### src/inc/ffic_pkg.sv
package ffic_pkg;

  localparam int ADDR_W = 4;
  localparam int DATA_W = 8;

  // register addresses
  localparam logic [ADDR_W-1:0] ADDR_CONFIG      = 4'h0;
  localparam logic [ADDR_W-1:0] ADDR_ERR_CONFIG  = 4'h1;
  localparam logic [ADDR_W-1:0] ADDR_ERR_STATUS  = 4'h2;
  localparam logic [ADDR_W-1:0] ADDR_STATUS      = 4'h3;
  localparam logic [ADDR_W-1:0] ADDR_CMD_PARAM   = 4'h4;
  localparam logic [ADDR_W-1:0] ADDR_IRQ_STATUS  = 4'h5;
  localparam logic [ADDR_W-1:0] ADDR_IRQ_MASK    = 4'h6;

  // flash_config bits
  localparam int CFG_CMD_DONE_IE  = 7;
  localparam int CFG_IGNORE_SF    = 4;
  localparam int CFG_FORCE_DF     = 1;
  localparam int CFG_FORCE_SF     = 0;
  localparam logic [DATA_W-1:0] CFG_MASK = 8'h93;

  // error_irq_config / error_status bits
  localparam int ERR_DF = 1;
  localparam int ERR_SF = 0;
  localparam logic [DATA_W-1:0] ERR_MASK = 8'h03;

  // flash_status bits
  localparam int STAT_CMD_DONE = 7;

  // event status / mask bits
  localparam int EV_CMD_DONE = 0;
  localparam int EV_SF       = 1;
  localparam int EV_DF       = 2;
  localparam int EV_W        = 3;
  localparam logic [DATA_W-1:0] EV_MASK = 8'h07;

  localparam logic [DATA_W-1:0] ZERO_BYTE = 8'h00;

  typedef enum logic [1:0] {
    FFIC_IDLE = 2'b00,
    FFIC_BUSY = 2'b01
  } ffic_cmd_t;

  typedef struct packed {
    logic [ADDR_W-1:0] addr;
    logic [DATA_W-1:0] wdata;
    logic              wr;
    logic              rd;
  } ffic_bus_t;

  typedef struct packed {
    logic array_read;
    logic real_sf;
    logic real_df;
    logic cmd_finish;
  } ffic_evt_t;

  typedef struct packed {
    logic [DATA_W-1:0] config_r;
    logic [DATA_W-1:0] err_config;
    logic [DATA_W-1:0] err_status;
    logic [DATA_W-1:0] cmd_param;
    logic [DATA_W-1:0] irq_status;
    logic [DATA_W-1:0] irq_mask;
    ffic_cmd_t         cmd_state;
    logic [DATA_W-1:0] rdata;
    logic              irq;
    logic              cmd_irq;
    logic              err_irq;
    logic              launch;
  } ffic_state_t;

endpackage

### src/rtl/ffic_fault_gate.sv
`timescale 1ns/10ps
module ffic_fault_gate
  import ffic_pkg::*;
(
  input  wire logic real_fault,
  input  wire logic force_fault,
  input  wire logic array_read,
  input  wire logic suppress,
  output logic      fault_set
);

  // forced fault on any array read, else only a real one; suppress blocks both
  assign fault_set = array_read && (force_fault || real_fault) && !suppress;

endmodule

### src/rtl/ffic_top.sv
// Design decisions made here: the strobed register port and the register offsets.
`timescale 1ns/10ps
module ffic_top
  import ffic_pkg::*;
(
  input  wire logic              CLK,
  input  wire logic              SRST,
  input  wire logic [ADDR_W-1:0] ADDR,
  input  wire logic [DATA_W-1:0] WDATA,
  input  wire logic              WR,
  input  wire logic              RD,
  input  wire logic              ARRAY_READ,
  input  wire logic              REAL_SF,
  input  wire logic              REAL_DF,
  input  wire logic              CMD_FINISH,
  output logic [DATA_W-1:0]      RDATA,
  output logic                   IRQ,
  output logic                   CMD_IRQ,
  output logic                   ERR_IRQ,
  output logic                   CMD_LAUNCH
);

  ffic_state_t st;
  ffic_state_t next_st;
  ffic_bus_t   bus;
  ffic_evt_t   evt;
  logic        sf_set;
  logic        df_set;
  logic        cmd_done;
  logic        rd_irq_status;

  assign bus = '{addr: ADDR, wdata: WDATA, wr: WR, rd: RD};
  assign evt = '{array_read: ARRAY_READ, real_sf: REAL_SF, real_df: REAL_DF,
                 cmd_finish: CMD_FINISH};
  assign cmd_done = (st.cmd_state == FFIC_IDLE);
  assign rd_irq_status = bus.rd && (bus.addr == ADDR_IRQ_STATUS);

  // single fault: suppressed by ignore bit
  ffic_fault_gate u_sf (
    .real_fault  (evt.real_sf),
    .force_fault (st.config_r[CFG_FORCE_SF]),
    .array_read  (evt.array_read),
    .suppress    (st.config_r[CFG_IGNORE_SF]),
    .fault_set   (sf_set)
  );

  // double fault: never suppressed
  ffic_fault_gate u_df (
    .real_fault  (evt.real_df),
    .force_fault (st.config_r[CFG_FORCE_DF]),
    .array_read  (evt.array_read),
    .suppress    (1'b0),
    .fault_set   (df_set)
  );

  always_comb begin
    next_st        = st;
    next_st.launch = 1'b0;
    next_st.rdata  = ZERO_BYTE;

    // register writes
    if (bus.wr) begin
      case (bus.addr)
        ADDR_CONFIG: begin
          next_st.config_r = bus.wdata & CFG_MASK;
        end
        ADDR_ERR_CONFIG: begin
          next_st.err_config = bus.wdata & ERR_MASK;
        end
        ADDR_ERR_STATUS: begin
          next_st.err_status = st.err_status & ~(bus.wdata & ERR_MASK);
        end
        ADDR_STATUS: begin
          // writing 1 to the done bit launches a command, only when idle
          if (bus.wdata[STAT_CMD_DONE] && cmd_done) begin
            next_st.cmd_state = FFIC_BUSY;
            next_st.launch    = 1'b1;
          end
        end
        ADDR_CMD_PARAM: begin
          if (cmd_done) begin
            next_st.cmd_param = bus.wdata;
          end
        end
        ADDR_IRQ_MASK: begin
          next_st.irq_mask = bus.wdata & EV_MASK;
        end
        default: begin
        end
      endcase
    end

    if (st.cmd_state == FFIC_BUSY && evt.cmd_finish) begin
      next_st.cmd_state = FFIC_IDLE;
    end

    // fault flags, set wins over clear
    if (sf_set) begin
      next_st.err_status[ERR_SF] = 1'b1;
    end
    if (df_set) begin
      next_st.err_status[ERR_DF] = 1'b1;
    end

    // sticky event bits, cleared by reading, set wins
    if (rd_irq_status) begin
      next_st.irq_status = ZERO_BYTE;
    end
    if (st.cmd_state == FFIC_BUSY && evt.cmd_finish) begin
      next_st.irq_status[EV_CMD_DONE] = 1'b1;
    end
    if (sf_set) begin
      next_st.irq_status[EV_SF] = 1'b1;
    end
    if (df_set) begin
      next_st.irq_status[EV_DF] = 1'b1;
    end

    // reads
    if (bus.rd) begin
      case (bus.addr)
        ADDR_CONFIG:     next_st.rdata = st.config_r;
        ADDR_ERR_CONFIG: next_st.rdata = st.err_config;
        ADDR_ERR_STATUS: next_st.rdata = st.err_status;
        ADDR_STATUS:     next_st.rdata[STAT_CMD_DONE] = cmd_done;
        ADDR_CMD_PARAM:  next_st.rdata = st.cmd_param;
        ADDR_IRQ_STATUS: next_st.rdata = st.irq_status;
        ADDR_IRQ_MASK:   next_st.rdata = st.irq_mask;
        default:         next_st.rdata = ZERO_BYTE;
      endcase
    end

    // interrupt requests
    next_st.cmd_irq = next_st.config_r[CFG_CMD_DONE_IE]
                      && (next_st.cmd_state == FFIC_IDLE);
    next_st.err_irq = |(next_st.err_status & next_st.err_config & ERR_MASK);
    next_st.irq     = |(next_st.irq_status & next_st.irq_mask);
  end

  always_ff @(posedge CLK) begin
    if (SRST) begin
      st <= '0;
    end else begin
      st <= next_st;
    end
  end

  // all outputs come from registers: read data, irqs and the launch pulse
  assign RDATA      = st.rdata;
  assign IRQ        = st.irq;
  assign CMD_IRQ    = st.cmd_irq;
  assign ERR_IRQ    = st.err_irq;
  assign CMD_LAUNCH = st.launch;
endmodule

### config.mk
export PLATFORM = sky130hd
export DESIGN_NAME = ffic_top
export DESIGN_NICKNAME = d
export VERILOG_FILES = /design/src/inc/ffic_pkg.sv /design/src/rtl/ffic_fault_gate.sv /design/src/rtl/ffic_top.sv
export SDC_FILE = /design/constraint.sdc
export NUM_CORES = 1
export LEC_CHECK = 0
export BUFFER_PORTS_ARGS = -buffer_cell sky130_fd_sc_hd__buf_2
export CAP_MARGIN = 40
export CORE_ASPECT_RATIO = 1.2
export CORE_UTILIZATION = 50
export CTS_CLUSTER_DIAMETER = 150
export DETAILED_ROUTE_END_ITERATION = 10
export GPL_TIMING_DRIVEN = 0
export PLACE_DENSITY = 0.75
export SLEW_MARGIN = 25
export SYNTH_ARGS = -nofsm -noshare
export SYNTH_HDL_FRONTEND = slang
export SYNTH_SLANG_ARGS = --single-unit
### constraint.sdc
create_clock -name CLK -period 1.4 [get_ports CLK]
set_input_delay 0.28 -clock CLK [delete_from_list [all_inputs] [get_ports CLK]]
set_output_delay 0.28 -clock CLK [all_outputs]
set_load 0.03 [all_outputs]
==> results.yml, run 1 <==
clock_network:
  insertion_delay_ns: 0.30
  cts_buffer_depth: 2
  h-tree-depth: 2
  cts_resized: 0
  cts_tree: "yes"
  clk_pin_slew_worst_paths_ns: 0.08
  cts_buffers: 5
  post-cts-setup-buffers: 0
  root_buffer: "clkbuf_8"
  hold_buffers: 0
  clkSinkCount: 46
layout:
  final_area_um2: 2310
  syn2layout_area_growth_pct: 15.9
  fillers: 348
  layout-drive-gt1-share_pct: 28.1
  layout.nets: 261
  n_antenna_cell: 0
worst_setup_path:
  worstPathMaxFanout: 10
  r2r_slack_ns: 0.13
  worstSetupStartpointType: "input port"
  cpMaxStageDelayCell: "nand3_2"
  rr_worst_depth: 4
  cp.arrival_ns: 1.51
  crit_type: "input port to register"
  timing.rr.start: "st[13]"
  rr_endpoint: "st[36]"
  crit_chain: "buf_2, buf_4, nor2_2, nand3_2, mux2i_1, nor2_1"
  cp_num_buf_inv: 2
  endpoint_kind: "register"
  crit_family: "simple AND/OR/NAND/NOR gates"
  slowest_delay_ns: 0.36
  required_ns: 1.57
power:
  power_density_nw_per_um2: 1050
  p_leak_nw: 1.06
  finalPower_mw: 2.42
  ir_drop_mv: 0.578
drt:
  drtIter0Drc: 60
  wl_met3_um: 215
  drt-met1-wl_um: 1890
  wl_um: 4200
  wire_per_inst_um: 14.3
  drc: 0
  top_layer: "met4"
  dr.pass1.iters: 4
  wl_met2_um: 2020
  ant_nets: 0
  viasPerCell: 5.23
  vias: 1537
global_route:
  grt.total_usage_pct: 22.7
  antenna_found_initial: 0
  grt_max_degree: 15
  grt_overflow: 0
  grt_pass1_wl_um: 7090
  grt_pass1_vias: 1493
synth:
  yosysTopAreaCellShare_pct: 46.3
  synth_xor_area_share_pct: 0
  syn_area_um2: 1990
  synth.avg_cell_area_um2: 9.70
  synth_compound_area_share_pct: 14.4
  ys_top_cells_by_area: "dfxtp_1, mux2i_1, nor2_1, buf_4, and2_1"
  yosysTopAreaCell: "dfxtp_1"
  synth_top_family_by_area: "simple AND/OR/NAND/NOR gates"
  syn_inst: 205
  ys_types: 47
  synth-edff-count: 0
  synthAdderAreaFrac_pct: 0
  synthFlopType: "dfxtp_1"
  synthMuxAreaShare_pct: 11.4
  synthSimpleGateAreaFrac_pct: 21.1
  ys_async_sr_fraction_pct: 0
  synth_nets: 225
  yosysWarnings: 0
  ys_seq_elements: 46
  ys_seq_area_share_pct: 46.3
timing:
  rsz0062_at_grt: "yes"
  timing.fmax_mhz: 749
  hold_viol_final: 0
  slew_headroom_pct: 64.6
  worst_clock_skew_ns: 0.0101
  setup-tns-final_ns: 0
  min_period_over_period_pct: 95.4
  finalSetupViolCount: 0
  tightest_slew_ns: 0.531
  slew_viol_final: 0
  fin_crit_ns: 1.34
  finalHoldWorstSlack_ns: 0.211
floorplan:
  fp-row-count: 24
  fp.dieH_um: 71.1
  initial_core_util_pct: 53.4
  die_x_um: 59.6
  die_area_um2: 4240
  io_pins: 32
  core_um2: 3720
placed_design:
  placed_area_um2: 2200
  gp_congestion: 0.826
  port_buffers: 29
  dp_hpwl_um: 3120
outcome:
  status: "completed"
job:
  maxCapViolations: 0
hold_path:
  hold_start: "WDATA[5]"
  hp-class: "input port to register"
  holdPathStages: 3
  whs_endpoint: "st[35]"
## report_power, final
group	leakage, nW	internal [mW]	switching (mW)	total [mW]
sequential	0.372	1.32	0.00866	1.33
clock	0.0544	0.452	0.427	0.879
combinational	0.629	0.0830	0.121	0.204
## final cells by class
| class | count | area, um^2 | area share [%] |
|---|---|---|---|
| clock inverters | 1 | 8.76 | 0.380 |
| plain buffers | 18 | 125 | 5.43 |
| flip-flops and latches | 46 | 921 | 39.9 |
| multi-input cells | 138 | 933 | 40.5 |
| well taps | 52 | 65.1 | 2.82 |
| repair buffers | 29 | 145 | 6.29 |
| inverters | 3 | 11.3 | 0.488 |
| clock buffers | 7 | 96.3 | 4.18 |
## synthesized netlist by cell type, types with 3 or more instances
library cell / n
dfxtp_1: 46
nor2_1: 35
mux2i_1: 17
a21oi_1: 11
and2_1: 10
buf_4: 10
nand2_1: 7
nand3_1: 6
a21boi_0: 5
and3_1: 4
a22oi_1: 3
buf_2: 3
clkbuf_1: 3
inv_1: 3
o21ba_2: 3
o22ai_1: 3
## per-layer routing
layer / vias up / global-route usage (%)
met5: - / 0
met2: 43 / 36.7
met1: 705 / 28.3
li1: 781 / -
met3: 8 / 6.58
met4: 0 / 8.53
## placed cells by master (no fill, tap or decap), types with 2 or more instances in the layout
cell	Yosys	final
clkbuf_8	0	7
o21ba_2	3	3
inv_1	3	3
clkbuf_1	3	2
and2_1	10	10
nor2_1	35	35
a21oi_1	11	11
dfxtp_1	46	46
buf_4	10	10
nand3_1	6	6
and3_1	4	4
mux2i_1	17	17
and3b_1	2	2
a22oi_1	3	3
nand3_2	2	2
o21ai_0	2	2
o22ai_1	3	3
nand2_1	7	7
buf_6	2	2
a21boi_0	5	5
buf_2	3	32
mux4_2	2	2
## metrics by stage
| stage | setup slack [ns] | utilization (%) | cells |
|---|---|---|---|
| global placement | -0.187 | 59.1 | 286 |
| global route | -0.0146 | 61.9 | 294 |
| finish | 0.0647 | 61.9 | 294 |
| floorplan | 0.00787 | - | 205 |
| CTS | 0.0887 | 61.9 | 294 |
| detailed placement | -0.245 | 59.1 | 286 |
## registers in the layout, indices dropped and copies added, names as in the netlist
signal and count:
CMD_IRQ 1, CMD_LAUNCH 1, ERR_IRQ 1, IRQ 1, RDATA 8, st 34
## cell families after synthesis
| kind of cell | after synthesis |
|---|---|
| AO/OA/AOI/OAI | 40 |
| buffers and inverters | 21 |
| flip-flops | 46 |
| multiplexers | 20 |
| AND/OR/NAND/NOR | 78 |
## worst min-delay path, cell delays in order
cell and delay (ns):
buf_2 0.07, mux2i_1 0.05, nor2_1 0.07
## how the worst max path moves through the flow
stage | from | end | slack, ns | cells after the start
3_5_place_dp | ADDR[1] | st[36] | -0.24 | 6
4_1_cts | ADDR[1] | st[36] | 0.09 | 6
3_3_place_gp | ADDR[1] | st[35] | -0.19 | 6
5_1_grt | ADDR[1] | st[30] | -0.01 | 6
2_1_floorplan | ADDR[2] | CMD_IRQ | 0.008 | 5
6_report | ADDR[1] | st[36] | 0.06 | 6
Note: power is estimated with default switching activity, not from simulation.
==> run 2, diff against run 1 <==
--- a/config.mk
+++ b/config.mk
@@ -8,11 +8,11 @@
 export BUFFER_PORTS_ARGS = -buffer_cell sky130_fd_sc_hd__buf_2
 export CAP_MARGIN = 40
 export CORE_ASPECT_RATIO = 1.2
-export CORE_UTILIZATION = 50
+export CORE_UTILIZATION = 59
 export CTS_CLUSTER_DIAMETER = 150
 export DETAILED_ROUTE_END_ITERATION = 10
 export GPL_TIMING_DRIVEN = 0
-export PLACE_DENSITY = 0.75
+export PLACE_DENSITY = 0.83
 export SLEW_MARGIN = 25
 export SYNTH_ARGS = -nofsm -noshare
 export SYNTH_HDL_FRONTEND = slang
==> constraint.sdc (replaced) <==
create_clock -name CLK -period 1.6 [get_ports CLK]
set_input_delay 0.32 -clock CLK [delete_from_list [all_inputs] [get_ports CLK]]
set_output_delay 0.32 -clock CLK [all_outputs]
set_load 0.03 [all_outputs]
==> run 2 against run 1 <==
- combinational power shrank 12%
- register-to-register slack gained 0.20 ns
- worst hold slack lost 0.023 ns
- die area shrank 15%
- cell count shrank 5.8%
- total power shrank 15%
- non-clock buffer count is the same
- first-iteration DRC count shrank 8.3%
- setup slack gained 0.24 ns
- largest power group unchanged
==> results.yml, run 2 (synthesized netlist as in run 1, its figures left out) <==
drt:
  wire_per_inst_um: 15.3
  dr.pass1.iters: 4
  drc: 0
  wl_um: 4250
  drtIter0Drc: 55
  vias: 1594
  ant_nets: 0
  viasPerCell: 5.75
hold_path:
  holdPathStages: 3
  hp-class: "input port to register"
clock_network:
  cts_buffers: 5
  hold_buffers: 0
  cts_tree: "yes"
  cts_resized: 0
  insertion_delay_ns: 0.35
  root_buffer: "clkbuf_4"
  post-cts-setup-buffers: 0
  clk_pin_slew_worst_paths_ns: 0.12
  clkSinkCount: 46
  cts_buffer_depth: 2
  h-tree-depth: 2
worst_setup_path:
  crit_cells: 5
  cpMaxStageDelayCell: "nor3b_4"
  crit_chain: "buf_2, nor3b_4, nand2_2, mux2i_1, a2111oi_2"
  worstSetupStartpointType: "input port"
  crit_family: "simple AND/OR/NAND/NOR gates"
  rr_worst_depth: 4
  r2r_slack_ns: 0.33
  endpoint_kind: "register"
  cp.arrival_ns: 1.54
  required_ns: 1.85
  slowest_delay_ns: 0.40
  crit_type: "input port to register"
  cp_num_buf_inv: 1
  worstPathMaxFanout: 8
global_route:
  antenna_found_initial: 0
  grt.total_usage_pct: 27.6
  grt_pass1_vias: 1564
  grt_max_degree: 14
  grt_overflow: 0
  grt_pass1_wl_um: 7030
floorplan:
  fp-row-count: 22
  die_x_um: 55.0
  io_pins: 32
  fp.dieH_um: 65.6
  initial_core_util_pct: 63.4
  die_area_um2: 3610
  core_um2: 3140
job:
  maxCapViolations: 0
placed_design:
  port_buffers: 29
  place_ws_ns: -0.0772
  dpl.cell_count: 270
  dp_hpwl_um: 3110
  gp_congestion: 0.881
power:
  ir_drop_mv: 0.981
  p_leak_nw: 1.04
  power_density_nw_per_um2: 907
  finalPower_mw: 2.05
layout:
  layout-drive-gt1-share_pct: 27.4
  n_antenna_cell: 0
  largest_reg_flops: 34
  regMostFlops: "st"
  fin_cells: 277
  final_cell_mix: "dfxtp_1, nor2_1, buf_2, mux2i_1, a21oi_1"
  fillers: 269
  layout.cells.most_common: "dfxtp_1"
  syn2layout_area_growth_pct: 13.6
  layout.nets: 261
timing:
  fin_ws_ns: 0.302
  fin_crit_ns: 1.30
  tightest_slew_ns: 0.537
  worst_clock_skew_ns: 0.00943
  rsz0062_at_grt: "no"
  finalSetupViolCount: 0
  timing.fmax_mhz: 770
  slew_viol_final: 0
  slew_headroom_pct: 64.2
  hold_viol_final: 0
  min_period_over_period_pct: 81.2
outcome:
  status: "completed"
## run 2: changes by cell type in the layout (fill, tap and decap cells not counted), sizes merged
cell and delta:
clkinv -1, clkbuf -1, bufinv +1
## run 2: layout make-up
| cell class | instances | area [um^2] | share of cell area, % |
|---|---|---|---|
| timing repair buffer | 29 | 145 | 6.42 |
| tap | 36 | 45.0 | 1.99 |
| inverter | 3 | 11.3 | 0.498 |
| sequential | 46 | 921 | 40.7 |
| clock buffer | 6 | 51.3 | 2.27 |
| clock inverter | 1 | 30.0 | 1.33 |
| multi-input combinational | 138 | 933 | 41.3 |
| buffer | 18 | 124 | 5.48 |
## run 2: per-stage QoR
stage / setup TNS (ns) / hold slack, ns / util [%] / cell area (um^2)
detailed placement: -0.414 / 0.473 / 69.5 / 2180
global route: 0 / 0.198 / 72.0 / 2260
CTS: 0 / 0.186 / 72.0 / 2260
finish: 0 / 0.188 / 72.0 / 2260
global placement: -0.140 / 0.467 / 69.5 / 2180
floorplan: 0 / 0.447 / - / 1990
## run 2: path summary, 6_finish.rpt
path | from | to
min reg2reg | st[55] | st[55]
max | ADDR[3] | CMD_IRQ
max reg2reg | st[13] | st[34]
min | WDATA[6] | st[36]
## run 2: power by group
group,total (mW),switching [mW],internal [mW]
clock,0.704,0.340,0.364
sequential,1.17,0.00668,1.16
combinational,0.180,0.108,0.0723
## run 2: tightest hold or removal path, cell delays in order
cell and delay (ns):
buf_2 0.07, mux2i_1 0.05, nor2_1 0.07
## run 2: routing by layer
metal | part of all wire, % | wire, um | vias up | GRT usage, %
li1 | - | - | 783 | -
met1 | 42 | 1790 | 754 | 32.1
met2 | 51 | 2160 | 48 | 47.9
met3 | 5.5 | 235 | 9 | 5.32
met4 | 1.6 | 68 | 0 | 10.6
met5 | 0 | 0 | - | 0
